**src/charger_regs.svh**
```systemverilog
`ifndef CHARGER_REGS_SVH
`define CHARGER_REGS_SVH

// ----------------------------------------------------------------------------
// bus identity and register codes
// ----------------------------------------------------------------------------
`define SLAVE_ADDR 7'h09
`define REG_CHARGE_CURRENT 8'h14
`define REG_CHARGE_VOLTAGE 8'h15
`define REG_INPUT_CURRENT 8'h3F

// ----------------------------------------------------------------------------
// reset values
// ----------------------------------------------------------------------------
`define CHARGE_CURRENT_RESET 16'h0000
`define CHARGE_VOLTAGE_RESET 16'h0000
`define INPUT_CURRENT_RESET 16'h0080

// ----------------------------------------------------------------------------
// field layout and limits
// ----------------------------------------------------------------------------
`define CODE_LSB 7
`define CODE_MSB 12
`define UNUSED_HIGH_LSB 13
`define CHARGE_CURRENT_MIN_VALID 16'h007F
`define CHARGE_VOLTAGE_MIN_VALID 16'h000F
`define CHARGE_CODE_MAX 6'h3F
`define INPUT_CURRENT_MAX_VALUE 16'h157E
`define INPUT_CODE_MAX 6'h2B
`define FOLDBACK_CODE 6'h01
`define CODE_OFF 6'h00

// ----------------------------------------------------------------------------
// timing
// ----------------------------------------------------------------------------
`define CLK_PERIOD_NS 100
`define TICK_NS 1000000
`define TICK_CYCLES (`TICK_NS / `CLK_PERIOD_NS)
`define TICKS_PER_S 1000
`define WRITE_TIMEOUT_S 175
`define WRITE_TIMEOUT_TICKS (`WRITE_TIMEOUT_S * `TICKS_PER_S)
`define SCL_LOW_TIMEOUT_MS 25
`define SCL_LOW_TIMEOUT_TICKS (`SCL_LOW_TIMEOUT_MS)

`endif

```
**src/charger_pkg.sv**
```systemverilog
package charger_pkg;

    // register write from the byte engine
    typedef struct packed {
        logic [6:0] slave_addr;
        logic [7:0] reg_addr;
        logic [15:0] data;
    } reg_write_t;

    // register read request from the byte engine
    typedef struct packed {
        logic [6:0] slave_addr;
        logic [7:0] reg_addr;
    } reg_read_t;

    typedef enum logic [1:0] {
        ST_DISABLED,
        ST_CHARGING,
        ST_TIMED_OUT
    } charge_state_t;

endpackage : charger_pkg

```
**src/charger_setpoint_regs_timeout.sv**
```systemverilog
`timescale 1ns/1ps
`include "charger_regs.svh"

module charger_setpoint_regs_timeout
    import charger_pkg::*;
#(
    parameter int TICK_CYCLES = `TICK_CYCLES,
    parameter int WRITE_TIMEOUT_TICKS = `WRITE_TIMEOUT_TICKS,
    parameter int SCL_LOW_TIMEOUT_TICKS = `SCL_LOW_TIMEOUT_TICKS
) (
    // clock and reset
    input wire logic core_clk,
    input wire logic rst_b,
    // register access from the byte engine
    input wire logic wr_valid,
    input wire reg_write_t wr_req,
    input wire logic rd_valid,
    input wire reg_read_t rd_req,
    input wire logic bus_stop,
    output logic wr_ack,
    output logic [15:0] rd_data,
    // pins and comparators
    input wire logic scl_in,
    input wire logic batt_under_fold,
    input wire logic batt_over_restore,
    // converter and status
    output logic [5:0] charge_converter_code,
    output logic [5:0] input_converter_code,
    output logic charge_enable,
    output logic foldback_active,
    output logic write_timeout,
    output logic scl_timeout
);

    // ------------------------------------------------------------------------
    // input synchronisers
    // ------------------------------------------------------------------------
    logic [2:0] sync_a;
    logic [2:0] sync_b;
    logic scl_s;
    logic under_s;
    logic over_s;

    always_ff @(posedge core_clk or negedge rst_b)
    begin
        if (!rst_b)
        begin
            sync_a <= 3'h7;
            sync_b <= 3'h7;
        end
        else
        begin
            sync_a <= {scl_in, batt_under_fold, batt_over_restore};
            sync_b <= sync_a;
        end
    end

    assign scl_s = sync_b[2];
    assign under_s = sync_b[1] & ~sync_b[0];
    assign over_s = sync_b[0];

    // ------------------------------------------------------------------------
    // decode helpers
    // ------------------------------------------------------------------------
    function automatic logic [5:0] charge_code(input logic [15:0] val);
        logic [5:0] code;
        code = val[`CODE_MSB:`CODE_LSB];
        if (val[15:`UNUSED_HIGH_LSB] != 3'h0)
            code = `CHARGE_CODE_MAX;
        return code;
    endfunction : charge_code

    function automatic logic [5:0] input_code(input logic [15:0] val);
        logic [5:0] code;
        code = val[`CODE_MSB:`CODE_LSB];
        if (val > `INPUT_CURRENT_MAX_VALUE)
            code = `INPUT_CODE_MAX;
        return code;
    endfunction : input_code

    // ------------------------------------------------------------------------
    // register file
    // ------------------------------------------------------------------------
    logic [15:0] charge_current_setpoint;
    logic [15:0] charge_voltage_setpoint;
    logic [15:0] input_current_limit;
    logic [15:0] next_charge_current_setpoint;
    logic [15:0] next_charge_voltage_setpoint;
    logic [15:0] next_input_current_limit;
    logic next_wr_ack;
    logic [15:0] next_rd_data;
    logic wr_hit;
    logic rd_hit;
    logic cv_write;

    assign wr_hit = wr_valid && (wr_req.slave_addr == `SLAVE_ADDR);
    assign rd_hit = rd_valid && (rd_req.slave_addr == `SLAVE_ADDR);
    assign cv_write = wr_hit && (wr_req.reg_addr == `REG_CHARGE_CURRENT
        || wr_req.reg_addr == `REG_CHARGE_VOLTAGE);

    always_comb
    begin
        next_charge_current_setpoint = charge_current_setpoint;
        next_charge_voltage_setpoint = charge_voltage_setpoint;
        next_input_current_limit = input_current_limit;
        next_wr_ack = 1'b0;
        next_rd_data = rd_data;
        if (wr_hit)
        begin
            next_wr_ack = 1'b1;
            case (wr_req.reg_addr)
                `REG_CHARGE_CURRENT: next_charge_current_setpoint = wr_req.data;
                `REG_CHARGE_VOLTAGE: next_charge_voltage_setpoint = wr_req.data;
                `REG_INPUT_CURRENT: next_input_current_limit = wr_req.data;
                default: next_wr_ack = 1'b0;
            endcase
        end
        // word handed whole; byte order in engine
        if (rd_hit)
        begin
            case (rd_req.reg_addr)
                `REG_CHARGE_CURRENT: next_rd_data = charge_current_setpoint;
                `REG_CHARGE_VOLTAGE: next_rd_data = charge_voltage_setpoint;
                `REG_INPUT_CURRENT: next_rd_data = input_current_limit;
                default: next_rd_data = 16'h0000;
            endcase
        end
    end

    always_ff @(posedge core_clk or negedge rst_b)
    begin
        if (!rst_b)
        begin
            charge_current_setpoint <= `CHARGE_CURRENT_RESET;
            charge_voltage_setpoint <= `CHARGE_VOLTAGE_RESET;
            input_current_limit <= `INPUT_CURRENT_RESET;
            wr_ack <= 1'b0;
            rd_data <= 16'h0000;
        end
        else
        begin
            charge_current_setpoint <= next_charge_current_setpoint;
            charge_voltage_setpoint <= next_charge_voltage_setpoint;
            input_current_limit <= next_input_current_limit;
            wr_ack <= next_wr_ack;
            rd_data <= next_rd_data;
        end
    end

    // ------------------------------------------------------------------------
    // applied setpoints
    // ------------------------------------------------------------------------
    logic [15:0] applied_current;
    logic [15:0] applied_voltage;
    logic [15:0] applied_input;
    logic [15:0] next_applied_current;
    logic [15:0] next_applied_voltage;
    logic [15:0] next_applied_input;

    always_comb
    begin
        next_applied_current = applied_current;
        next_applied_voltage = applied_voltage;
        next_applied_input = applied_input;
        if (bus_stop)
        begin
            next_applied_current = next_charge_current_setpoint;
            next_applied_voltage = next_charge_voltage_setpoint;
            next_applied_input = next_input_current_limit;
        end
    end

    always_ff @(posedge core_clk or negedge rst_b)
    begin
        if (!rst_b)
        begin
            applied_current <= `CHARGE_CURRENT_RESET;
            applied_voltage <= `CHARGE_VOLTAGE_RESET;
            applied_input <= `INPUT_CURRENT_RESET;
        end
        else
        begin
            applied_current <= next_applied_current;
            applied_voltage <= next_applied_voltage;
            applied_input <= next_applied_input;
        end
    end

    // ------------------------------------------------------------------------
    // watchdog timers
    // ------------------------------------------------------------------------
    // restart on charge current or charge voltage write
    timeout_timer #(
        .TICK_CYCLES(TICK_CYCLES),
        .LIMIT_TICKS(WRITE_TIMEOUT_TICKS)
    ) u_write_timer (
        .core_clk(core_clk),
        .rst_b(rst_b),
        .restart(cv_write),
        .expired(write_timeout)
    );

    timeout_timer #(
        .TICK_CYCLES(TICK_CYCLES),
        .LIMIT_TICKS(SCL_LOW_TIMEOUT_TICKS)
    ) u_scl_timer (
        .core_clk(core_clk),
        .rst_b(rst_b),
        .restart(scl_s),
        .expired(scl_timeout)
    );

    // ------------------------------------------------------------------------
    // charge state
    // ------------------------------------------------------------------------
    charge_state_t state;
    charge_state_t next_state;
    logic setpoints_valid;
    logic timeout_hit;
    logic next_charge_enable;
    logic [5:0] next_charge_converter_code;
    logic [5:0] next_input_converter_code;
    logic next_foldback_active;

    assign setpoints_valid = (next_applied_current > `CHARGE_CURRENT_MIN_VALID)
        && (next_applied_voltage > `CHARGE_VOLTAGE_MIN_VALID);
    assign timeout_hit = (write_timeout && !cv_write) || scl_timeout;

    always_comb
    begin
        next_foldback_active = foldback_active;
        if (under_s)
            next_foldback_active = 1'b1;
        else if (over_s)
            next_foldback_active = 1'b0;
        next_state = state;
        case (state)
            ST_DISABLED:
            begin
                if (timeout_hit)
                    next_state = ST_TIMED_OUT;
                else if (setpoints_valid)
                    next_state = ST_CHARGING;
            end
            ST_CHARGING:
            begin
                if (timeout_hit)
                    next_state = ST_TIMED_OUT;
                else if (!setpoints_valid)
                    next_state = ST_DISABLED;
            end
            ST_TIMED_OUT:
            begin
                if (cv_write && !timeout_hit)
                    next_state = ST_DISABLED;
            end
            default: next_state = ST_DISABLED;
        endcase
        next_charge_enable = (next_state == ST_CHARGING);
        next_charge_converter_code = `CODE_OFF;
        if (next_charge_enable)
            next_charge_converter_code = charge_code(next_applied_current);
        if (next_charge_enable && next_foldback_active)
            next_charge_converter_code = `FOLDBACK_CODE;
        next_input_converter_code = input_code(next_applied_input);
    end

    always_ff @(posedge core_clk or negedge rst_b)
    begin
        if (!rst_b)
        begin
            state <= ST_DISABLED;
            charge_enable <= 1'b0;
            foldback_active <= 1'b0;
            charge_converter_code <= `CODE_OFF;
            input_converter_code <= `CODE_OFF;
        end
        else
        begin
            state <= next_state;
            charge_enable <= next_charge_enable;
            foldback_active <= next_foldback_active;
            charge_converter_code <= next_charge_converter_code;
            input_converter_code <= next_input_converter_code;
        end
    end

endmodule : charger_setpoint_regs_timeout

```
**src/timeout_timer.sv**
```systemverilog
`timescale 1ns/1ps

module timeout_timer #(
    parameter int TICK_CYCLES = 10000,
    parameter int LIMIT_TICKS = 25,
    parameter int PW = $clog2(TICK_CYCLES + 1),
    parameter int TW = $clog2(LIMIT_TICKS + 1)
) (
    // clock and reset
    input wire logic core_clk,
    input wire logic rst_b,
    // control
    input wire logic restart,
    // status
    output logic expired
);

    logic [PW-1:0] pre;
    logic [PW-1:0] next_pre;
    logic [TW-1:0] ticks;
    logic [TW-1:0] next_ticks;
    logic next_expired;

    // ------------------------------------------------------------------------
    // prescaler and tick counter
    // ------------------------------------------------------------------------
    always_comb
    begin
        next_pre = pre;
        next_ticks = ticks;
        if (restart)
        begin
            next_pre = '0;
            next_ticks = '0;
        end
        else if (ticks != TW'(LIMIT_TICKS))
        begin
            if (pre == PW'(TICK_CYCLES - 1))
            begin
                next_pre = '0;
                next_ticks = ticks + 1'b1;
            end
            else
            begin
                next_pre = pre + 1'b1;
            end
        end
        // holds until the next restart
        next_expired = !restart && (next_ticks == TW'(LIMIT_TICKS));
    end

    always_ff @(posedge core_clk or negedge rst_b)
    begin
        if (!rst_b)
        begin
            pre <= '0;
            ticks <= '0;
            expired <= 1'b0;
        end
        else
        begin
            pre <= next_pre;
            ticks <= next_ticks;
            expired <= next_expired;
        end
    end

endmodule : timeout_timer

```
**config.mk**
```make
export PLATFORM = sky130hd
export DESIGN_NAME = charger_setpoint_regs_timeout
export DESIGN_NICKNAME = d
export VERILOG_FILES = /design/src/charger_pkg.sv /design/src/charger_setpoint_regs_timeout.sv /design/src/timeout_timer.sv
export VERILOG_INCLUDE_DIRS = /design/src /design/src/src
export SDC_FILE = /design/constraint.sdc
export NUM_CORES = 1
export LEC_CHECK = 0
export BUFFER_PORTS_ARGS = -buffer_cell sky130_fd_sc_hd__buf_4
export CORE_MARGIN = 8
export CORE_UTILIZATION = 58
export DETAILED_ROUTE_END_ITERATION = 7
export GPL_TIMING_DRIVEN = 0
export HOLD_SLACK_MARGIN = 0.02
export PLACE_DENSITY = 0.79
export REMOVE_ABC_BUFFERS = 1
export SETUP_SLACK_MARGIN = 0.3
export SLEW_MARGIN = 20
export SYNTH_ARGS = -nofsm -noshare
export SYNTH_HDL_FRONTEND = slang
export SYNTH_SLANG_ARGS = --single-unit
export TNS_END_PERCENT = 30
```
**constraint.sdc**
```tcl
create_clock -name core_clk -period 2.9 [get_ports core_clk]
set_input_delay 0.435 -clock core_clk [delete_from_list [all_inputs] [get_ports core_clk]]
set_output_delay 0.435 -clock core_clk [all_outputs]
set_load 0.05 [all_outputs]
```
==> results.py, run 1 <==
metrics = {
    "timing": {
        "slew_headroom_pct": 33.43,
        "clock_skew_ns": 0.01162,
        "period_needed_ns": 2.641,
        "final.period_utilization_pct": 91.06,
        "fin_hold_ws_ns": 0.004478,
        "rsz0062_at_grt": "yes",
        "max_freq_mhz": 378.7,
        "setup_ws_ns": 0.2591,
        "tightest_slew_ns": 0.9962,
        "final-max-slew-violation-count": 0,
        "hold_viol": 0,
        "setup_viol_count_final": 0,
    },
    "detailed_routing": {
        "vias_per_cell": 5.906,
        "wire_per_inst_um": 18.24,
        "drt_iter0_drc": 551,
        "routed_wl_um": 19900,
        "ant_nets": 0,
        "vias": 6443,
        "first_pass_iters": 5,
        "drc": 0,
    },
    "finish": {
        "antennaDiodeCount": 0,
        "drive_gt1_share_pct": 25.47,
        "final_util_pct": 71.89,
        "final_cells": 1091,
        "nNetsFinal": 958,
        "area_delta_synth_final_pct": 22.24,
        "fillers": 939,
    },
    "flow_run": {
        "cap_viol_max_count": 0,
    },
    "floorplan": {
        "num_io_pins": 87,
        "coreArea_um2": 13720,
        "die_w_um": 134.0,
        "rows": 43,
        "start_util_pct": 58.81,
        "die_height_um": 134.0,
        "dieArea_um2": 17940,
    },
    "worst_setup_path": {
        "cpPeakStageDelay_ns": 0.42,
        "path_buf_inv": 1,
        "cp.arrival_ns": 2.94,
        "path_class": "reg2reg",
        "worstSetupStartpointType": "flop",
        "cp_cell_sequence": "buf_4 > and3_1 > nand3_1 > or2_2 > or4_1 > a21oi_2 > nand4b_1 > nor4_2",
        "endpoint_kind": "flop",
        "cp_max_fo": 8,
        "critPathTopFamily": "simple AND/OR/NAND/NOR gates",
        "cp_slowest_cell": "or2_2",
        "crit_required_ns": 3.20,
    },
    "global_routing": {
        "grt-ovfl-total": 0,
        "antenna_found_initial": 0,
        "grt_max_degree": 90,
        "grt_pass1_wl_um": 32250,
        "grt_use_total_pct": 22.39,
        "grt_pass1_vias": 6511,
    },
    "yosys": {
        "synth_top_area_share_pct": 52.41,
        "yosysMostFrequentCell": "dfrtp_1",
        "synth_area_per_cell_um2": 10.27,
        "synthTopCellsByCount": "dfrtp_1, nand2_1, nor2_1",
        "synth_largest_area_cell": "dfrtp_1",
        "async_flop_share_pct": 100.0,
        "ys.warnings.count": 0,
        "synth-seq-cells": 177,
        "ys_types": 60,
        "synthTopCellsByArea": "dfrtp_1, nand2_1, nor2_1",
        "synthCells": 786,
        "yosysSeqAreaShare_pct": 55.02,
        "yosys_most_used_dff": "dfrtp_1",
        "synth_edf_count": 0,
        "netlist_area_um2": 8069,
    },
    "clock_tree": {
        "cts_hold_buf": 0,
        "clockBufferDepth": 2,
        "cts_buffers": 17,
        "root_buffer": "clkbuf_16",
        "clk_pin_slew_ns": 0.06,
        "clk_latency_ns": 0.43,
        "cts_max_level": 4,
        "clock_sinks": 177,
        "cts_tree": "done",
    },
    "place": {
        "dp_hpwl_um": 12590,
        "port-buffer-count": 86,
        "placedCellCount": 1021,
        "dp_slack_ns": -1.202,
        "gp_congestion": 0.8446,
    },
    "pwr": {
        "p_leak_uw": 0.004930,
        "p_per_area_nw_per_um2": 529.8,
        "ir_drop_uv": 386.6,
    },
    "status": {
        "outcome": "complete, no violations",
    },
    "min_path": {
        "hold_path.class": "in2async",
    },
}
-- final cells by class --
type,count,area [um^2],area share [%]
Multi-Input combinational cell,542,3525,35.74
Clock buffer,22,474.2,4.808
Clock inverter,10,77.57,0.7865
Inverter,36,135.1,1.370
Tap cell,180,225.2,2.283
Timing Repair Buffer,124,985.9,9.996
Sequential cell,177,4441,45.02
-- cell usage in the layout, fill, tap and decap left out, types with 12 or more instances in the layout --
cell / n
a21oi_1: 32
and3_1: 13
buf_4: 117
clkbuf_16: 17
dfrtp_1: 168
inv_1: 36
mux2_2: 31
mux2i_1: 27
nand2_1: 103
nand3_1: 24
nand4_1: 15
nor2_1: 94
nor3_1: 15
o21ai_0: 35
xnor2_1: 12
xor2_1: 14
-- routing by layer --
metal  routed length [um]  up-vias  global-route usage (%)
met5                    0        -                       0
met4                  320        0                   8.546
met3                 1161       35                   5.423
met2                 9997      227                   37.14
met1                 8418     3227                   27.80
li1                     -     2954                       -
-- worst register-to-register path, delay by kind of cell, from the launching register on --
family          cells  cell delay, ns
compound gates      1            0.17
flops               1            0.37
buf+inv             1            0.14
simple gates        6            1.85
-- path summary, 6_finish.rpt --
path,depth (start not counted),end,slack (ns),start
max,8,u_write_timer.expired,0.26,u_write_timer.ticks[0]
min,1,u_write_timer.pre[9],0.004,rst_b
max reg2reg,8,u_write_timer.expired,0.26,u_write_timer.ticks[0]
max in group asynchronous,2,applied_input[7],2.04,rst_b
min reg2reg,0,sync_b[2],0.36,sync_a[2]
min in group core_clk,1,sync_a[2],0.12,scl_in
-- where the power goes --
part	leakage [uW]	total, uW	switching (uW)	internal (uW)
clock	0.000272	2140	971	1170
sequential	0.00229	2630	67.1	2560
combinational	0.00237	452	282	170
-- state kept, by name (all words and copies together) (netlist names), 12 cells and up --
| name | count |
|---|---|
| applied_voltage | 12 |
| charge_current_setpoint | 16 |
| input_current_limit | 16 |
| rd_data | 16 |
| u_scl_timer.pre | 14 |
| u_write_timer.ticks | 18 |
| applied_input | 16 |
| u_write_timer.pre | 14 |
| charge_voltage_setpoint | 16 |
-- what timing repair did --
item / 4_1_cts / 5_1_grt
resized for setup: 15 / 19
endpoints found under the setup margin: 52 / 33
cloned: 1 / 0
pin swaps: 10 / 8
setup buffers: 29 / 8
-- per-stage QoR --
stage	total power, uW	TNS, ns	area (um^2)
2_1_floorplan	2872	-6.841	7933
3_3_place_gp	3077	-42.53	8803
3_5_place_dp	3105	-16.81	8860
4_1_cts	5233	0	9727
5_1_grt	5414	0	9863
6_report	5226	0	9863
-- logic make-up (layout without fill, tap and decap cells) --
family / after synthesis / count (layout) / synth area share, %
AO/OA/AOI/OAI: 112 / 113 / 8.482
buffers and inverters: 68 / 192 / 3.365
XOR/XNOR: 26 / 26 / 2.822
AND/OR/NAND/NOR: 335 / 335 / 21.03
multiplexers: 62 / 62 / 8.358
flip-flops: 177 / 177 / 55.02
adder cells (fa/ha/maj): 6 / 6 / 0.9304
Note: power is estimated with default switching activity, not from simulation.
==> run 2: changes to the inputs <==
--- a/config.mk
+++ b/config.mk
@@ -6,13 +6,14 @@
 export SDC_FILE = /design/constraint.sdc
 export NUM_CORES = 1
 export LEC_CHECK = 0
+export ABC_AREA = 1
 export BUFFER_PORTS_ARGS = -buffer_cell sky130_fd_sc_hd__buf_4
 export CORE_MARGIN = 8
-export CORE_UTILIZATION = 58
+export CORE_UTILIZATION = 59
 export DETAILED_ROUTE_END_ITERATION = 7
 export GPL_TIMING_DRIVEN = 0
 export HOLD_SLACK_MARGIN = 0.02
-export PLACE_DENSITY = 0.79
+export PLACE_DENSITY = 0.8
 export REMOVE_ABC_BUFFERS = 1
 export SETUP_SLACK_MARGIN = 0.3
 export SLEW_MARGIN = 20
==> run 2 against run 1 <==
Compared with the run above:
- the flow now finishes with violations (design-rule violations)
- synthesized cell count rose by 38%
- worst setup slack improved by 0.24 ns
- final area up 2.8%
- final cell count increased by 25%
- routed wire length up 2.0%
- synthesized area grew 8.9%
==> results.py, run 2 <==
metrics = {
    "status": {
        "outcome": "complete, but fails checks",
        "violations": "design-rule violations",
    },
    "yosys": {
        "ys.warnings.count": 0,
        "synth_edf_count": 0,
        "synthCells": 1086,
        "synth-seq-cells": 177,
        "synth_top_area_share_pct": 48.13,
        "netlist_area_um2": 8787,
        "synth_compound_area_share_pct": 9.611,
        "synth_largest_area_cell": "dfrtp_1",
        "synthTopCellsByCount": "nand2_1, inv_1, dfrtp_1",
        "synth-simple-area-share_pct": 28.72,
        "ys_types": 44,
        "synth_area_per_cell_um2": 8.091,
        "synthTopCellsByArea": "dfrtp_1, nand2_1, inv_1",
        "synth.area.mux_share_pct": 0,
        "yosysSeqAreaShare_pct": 50.52,
        "yosys_most_used_dff": "dfrtp_1",
        "synth_xor_area_share_pct": 0.9967,
        "synthAdderAreaFrac_pct": 0.8543,
        "async_flop_share_pct": 100.0,
        "synth_top_family_by_area": "simple AND/OR/NAND/NOR gates",
        "yosysMostFrequentCell": "nand2_1",
    },
    "timing": {
        "hold_viol": 0,
        "clock_skew_ns": 0.008924,
        "setup_viol_count_final": 0,
        "final.period_utilization_pct": 82.95,
        "max_freq_mhz": 415.7,
        "rsz0062_at_grt": "no",
        "tightest_slew_ns": 0.9228,
        "final-max-slew-violation-count": 0,
        "finalSetupTns_ns": 0,
        "period_needed_ns": 2.406,
        "slew_headroom_pct": 38.30,
    },
    "worst_setup_path": {
        "critPathMostFrequentCell": "nand2_1",
        "path_class": "reg2reg",
        "cp.arrival_ns": 2.77,
        "cp_slowest_cell": "dfrtp_1",
        "cp_max_fo": 9,
        "worstSetupStartpointType": "flop",
        "crit_required_ns": 3.26,
        "endpoint_kind": "flop",
        "cpPeakStageDelay_ns": 0.40,
        "cp_cell_sequence": "ha_1 > nand3_1 > nor2_1 > nand2_1 > clkinv_1 > nand2_1 > nand2_1 > nand3_1 > nand2_1 > nor3_1 > nand3_1 > nor2_1",
    },
    "finish": {
        "multiInputGateArea_um2": 3548,
        "drive_gt1_share_pct": 17.17,
        "area_delta_synth_final_pct": 15.41,
        "layout_commonest_cell": "nand2_1",
        "largest_reg_flops": 18,
        "final_util_pct": 69.77,
        "nNetsFinal": 1229,
        "seqCellArea_um2": 4439,
        "antennaDiodeCount": 0,
        "layout_common_cells": "nand2_1, inv_1, dfrtp_1",
        "fillers": 1200,
        "top_register": "u_write_timer.ticks",
    },
    "global_routing": {
        "grt_use_total_pct": 21.43,
        "grt_pass1_vias": 7175,
        "antenna_found_initial": 0,
        "grt-ovfl-total": 0,
        "grt_max_degree": 98,
        "grt_pass1_wl_um": 34160,
    },
    "pwr": {
        "p_leak_uw": 0.004909,
        "ir_drop_uv": 456.3,
        "p_per_area_nw_per_um2": 515.8,
    },
    "floorplan": {
        "die_height_um": 138.0,
        "start_util_pct": 60.46,
        "num_io_pins": 87,
        "coreArea_um2": 14530,
        "die_w_um": 138.0,
        "rows": 44,
        "dieArea_um2": 19060,
    },
    "detailed_routing": {
        "first_pass_iters": 8,
        "routed_wl_um": 20300,
        "vias_per_cell": 5.383,
        "vias": 7353,
        "drt_iter0_drc": 577,
        "drc": 3,
        "ant_nets": 0,
        "wire_per_inst_um": 14.86,
    },
    "place": {
        "dp_hpwl_um": 14060,
        "port-buffer-count": 86,
        "gp_congestion": 0.9004,
    },
    "clock_tree": {
        "root_buffer": "clkbuf_16",
        "clock_sinks": 177,
        "cts_tree": "done",
        "clk_latency_ns": 0.43,
        "clk_pin_slew_ns": 0.07,
        "cts_buffers": 17,
        "clockBufferDepth": 2,
        "cts_max_level": 4,
    },
    "min_path": {
        "hold_path.class": "in2reg",
    },
    "flow_run": {
        "cap_viol_max_count": 0,
    },
}
==> run 2: cell types whose count changed in the layout (fill, tap and decap cells not counted), sizes merged, moves of 13 or more <==
cell / before / now
a221oi: 0 / 14
or2: 2 / 22
nand3: 24 / 75
nand2: 103 / 268
nor2: 95 / 108
and3: 14 / 1
buf: 124 / 87
inv: 38 / 182
mux2: 34 / 0
mux2i: 28 / 0
o21ai: 35 / 79
==> run 2: cell type report <==
type | count | area share (%)
Multi-Input combinational cell | 705 | 34.99
Clock buffer | 17 | 4.195
Inverter | 180 | 6.663
Tap cell | 184 | 2.270
Sequential cell | 177 | 43.78
Timing Repair Buffer | 88 | 6.811
Clock inverter | 15 | 1.295
==> run 2: through the flow <==
stage | hold slack (ns) | total power (uW) | cells | instance area (um^2) | worst slack, ns
after floorplan | 0.1394 | 2903 | 1062 | 8646 | 0.6536
after CTS | 0.09207 | 5278 | 1366 | 10130 | 0.4817
after global placement | 0.3458 | 3111 | 1332 | 9522 | 0.05056
after global routing | 0.08892 | 5425 | 1366 | 10140 | 0.3095
after detailed placement | 0.3491 | 3126 | 1333 | 9562 | 0.02689
final | 0.1081 | 5231 | 1366 | 10140 | 0.4943
==> run 2: metal layers <==
layer	global-route usage [%]	routed length (um)
met3	4.315	978
met1	28.42	9350
met4	7.437	330
met2	34.35	9639
met5	0	0
==> run 2: what timing repair did <==
item,in CTS,in global routing
endpoints found under the hold margin,74,0
setup endpoints to repair,0,5
resized for setup,0,1
setup buffers,0,0
hold buffers,1,0
==> run 2: cells by family (layout without fill, tap and decap cells) <==
logic type | Yosys count | in the layout
and+or+nand+nor | 548 | 548
buffers and inverters | 204 | 300
DFF | 177 | 177
AOI/OAI and AO/OA | 141 | 141
xor gates and xnor gates | 10 | 10
adders and majority gates | 6 | 6
==> run 2: critical path: cells and delay by family (launching register included) <==
| family | cells | cell delay (ns) |
|---|---|---|
| and+or+nand+nor | 10 | 1.41 |
| adders and majority gates | 1 | 0.23 |
| DFF | 1 | 0.40 |
| buffers and inverters | 1 | 0.30 |
==> run 2: path summary, 6_finish.rpt <==
check                                          start                    end  slack, ns  cells after the start
worst max-delay path            u_write_timer.pre[0]  u_write_timer.expired       0.49                     12
max in group asynchronous                      rst_b  u_write_timer.pre[11]       1.46                      3
worst min-delay path                 batt_under_fold              sync_a[1]       0.11                      1
worst min register to register             sync_a[2]              sync_b[2]       0.35                      0
min in group asynchronous                      rst_b    applied_voltage[11]       0.57                      2
worst max register to register  u_write_timer.pre[0]  u_write_timer.expired       0.49                     12
==> run 2: power breakdown <==
part / internal (uW) / leakage, uW / switching [uW]
Sequential: 2560 / 0.00208 / 53.5
Combinational: 157 / 0.00255 / 311
Clock: 1120 / 0.000275 / 1030
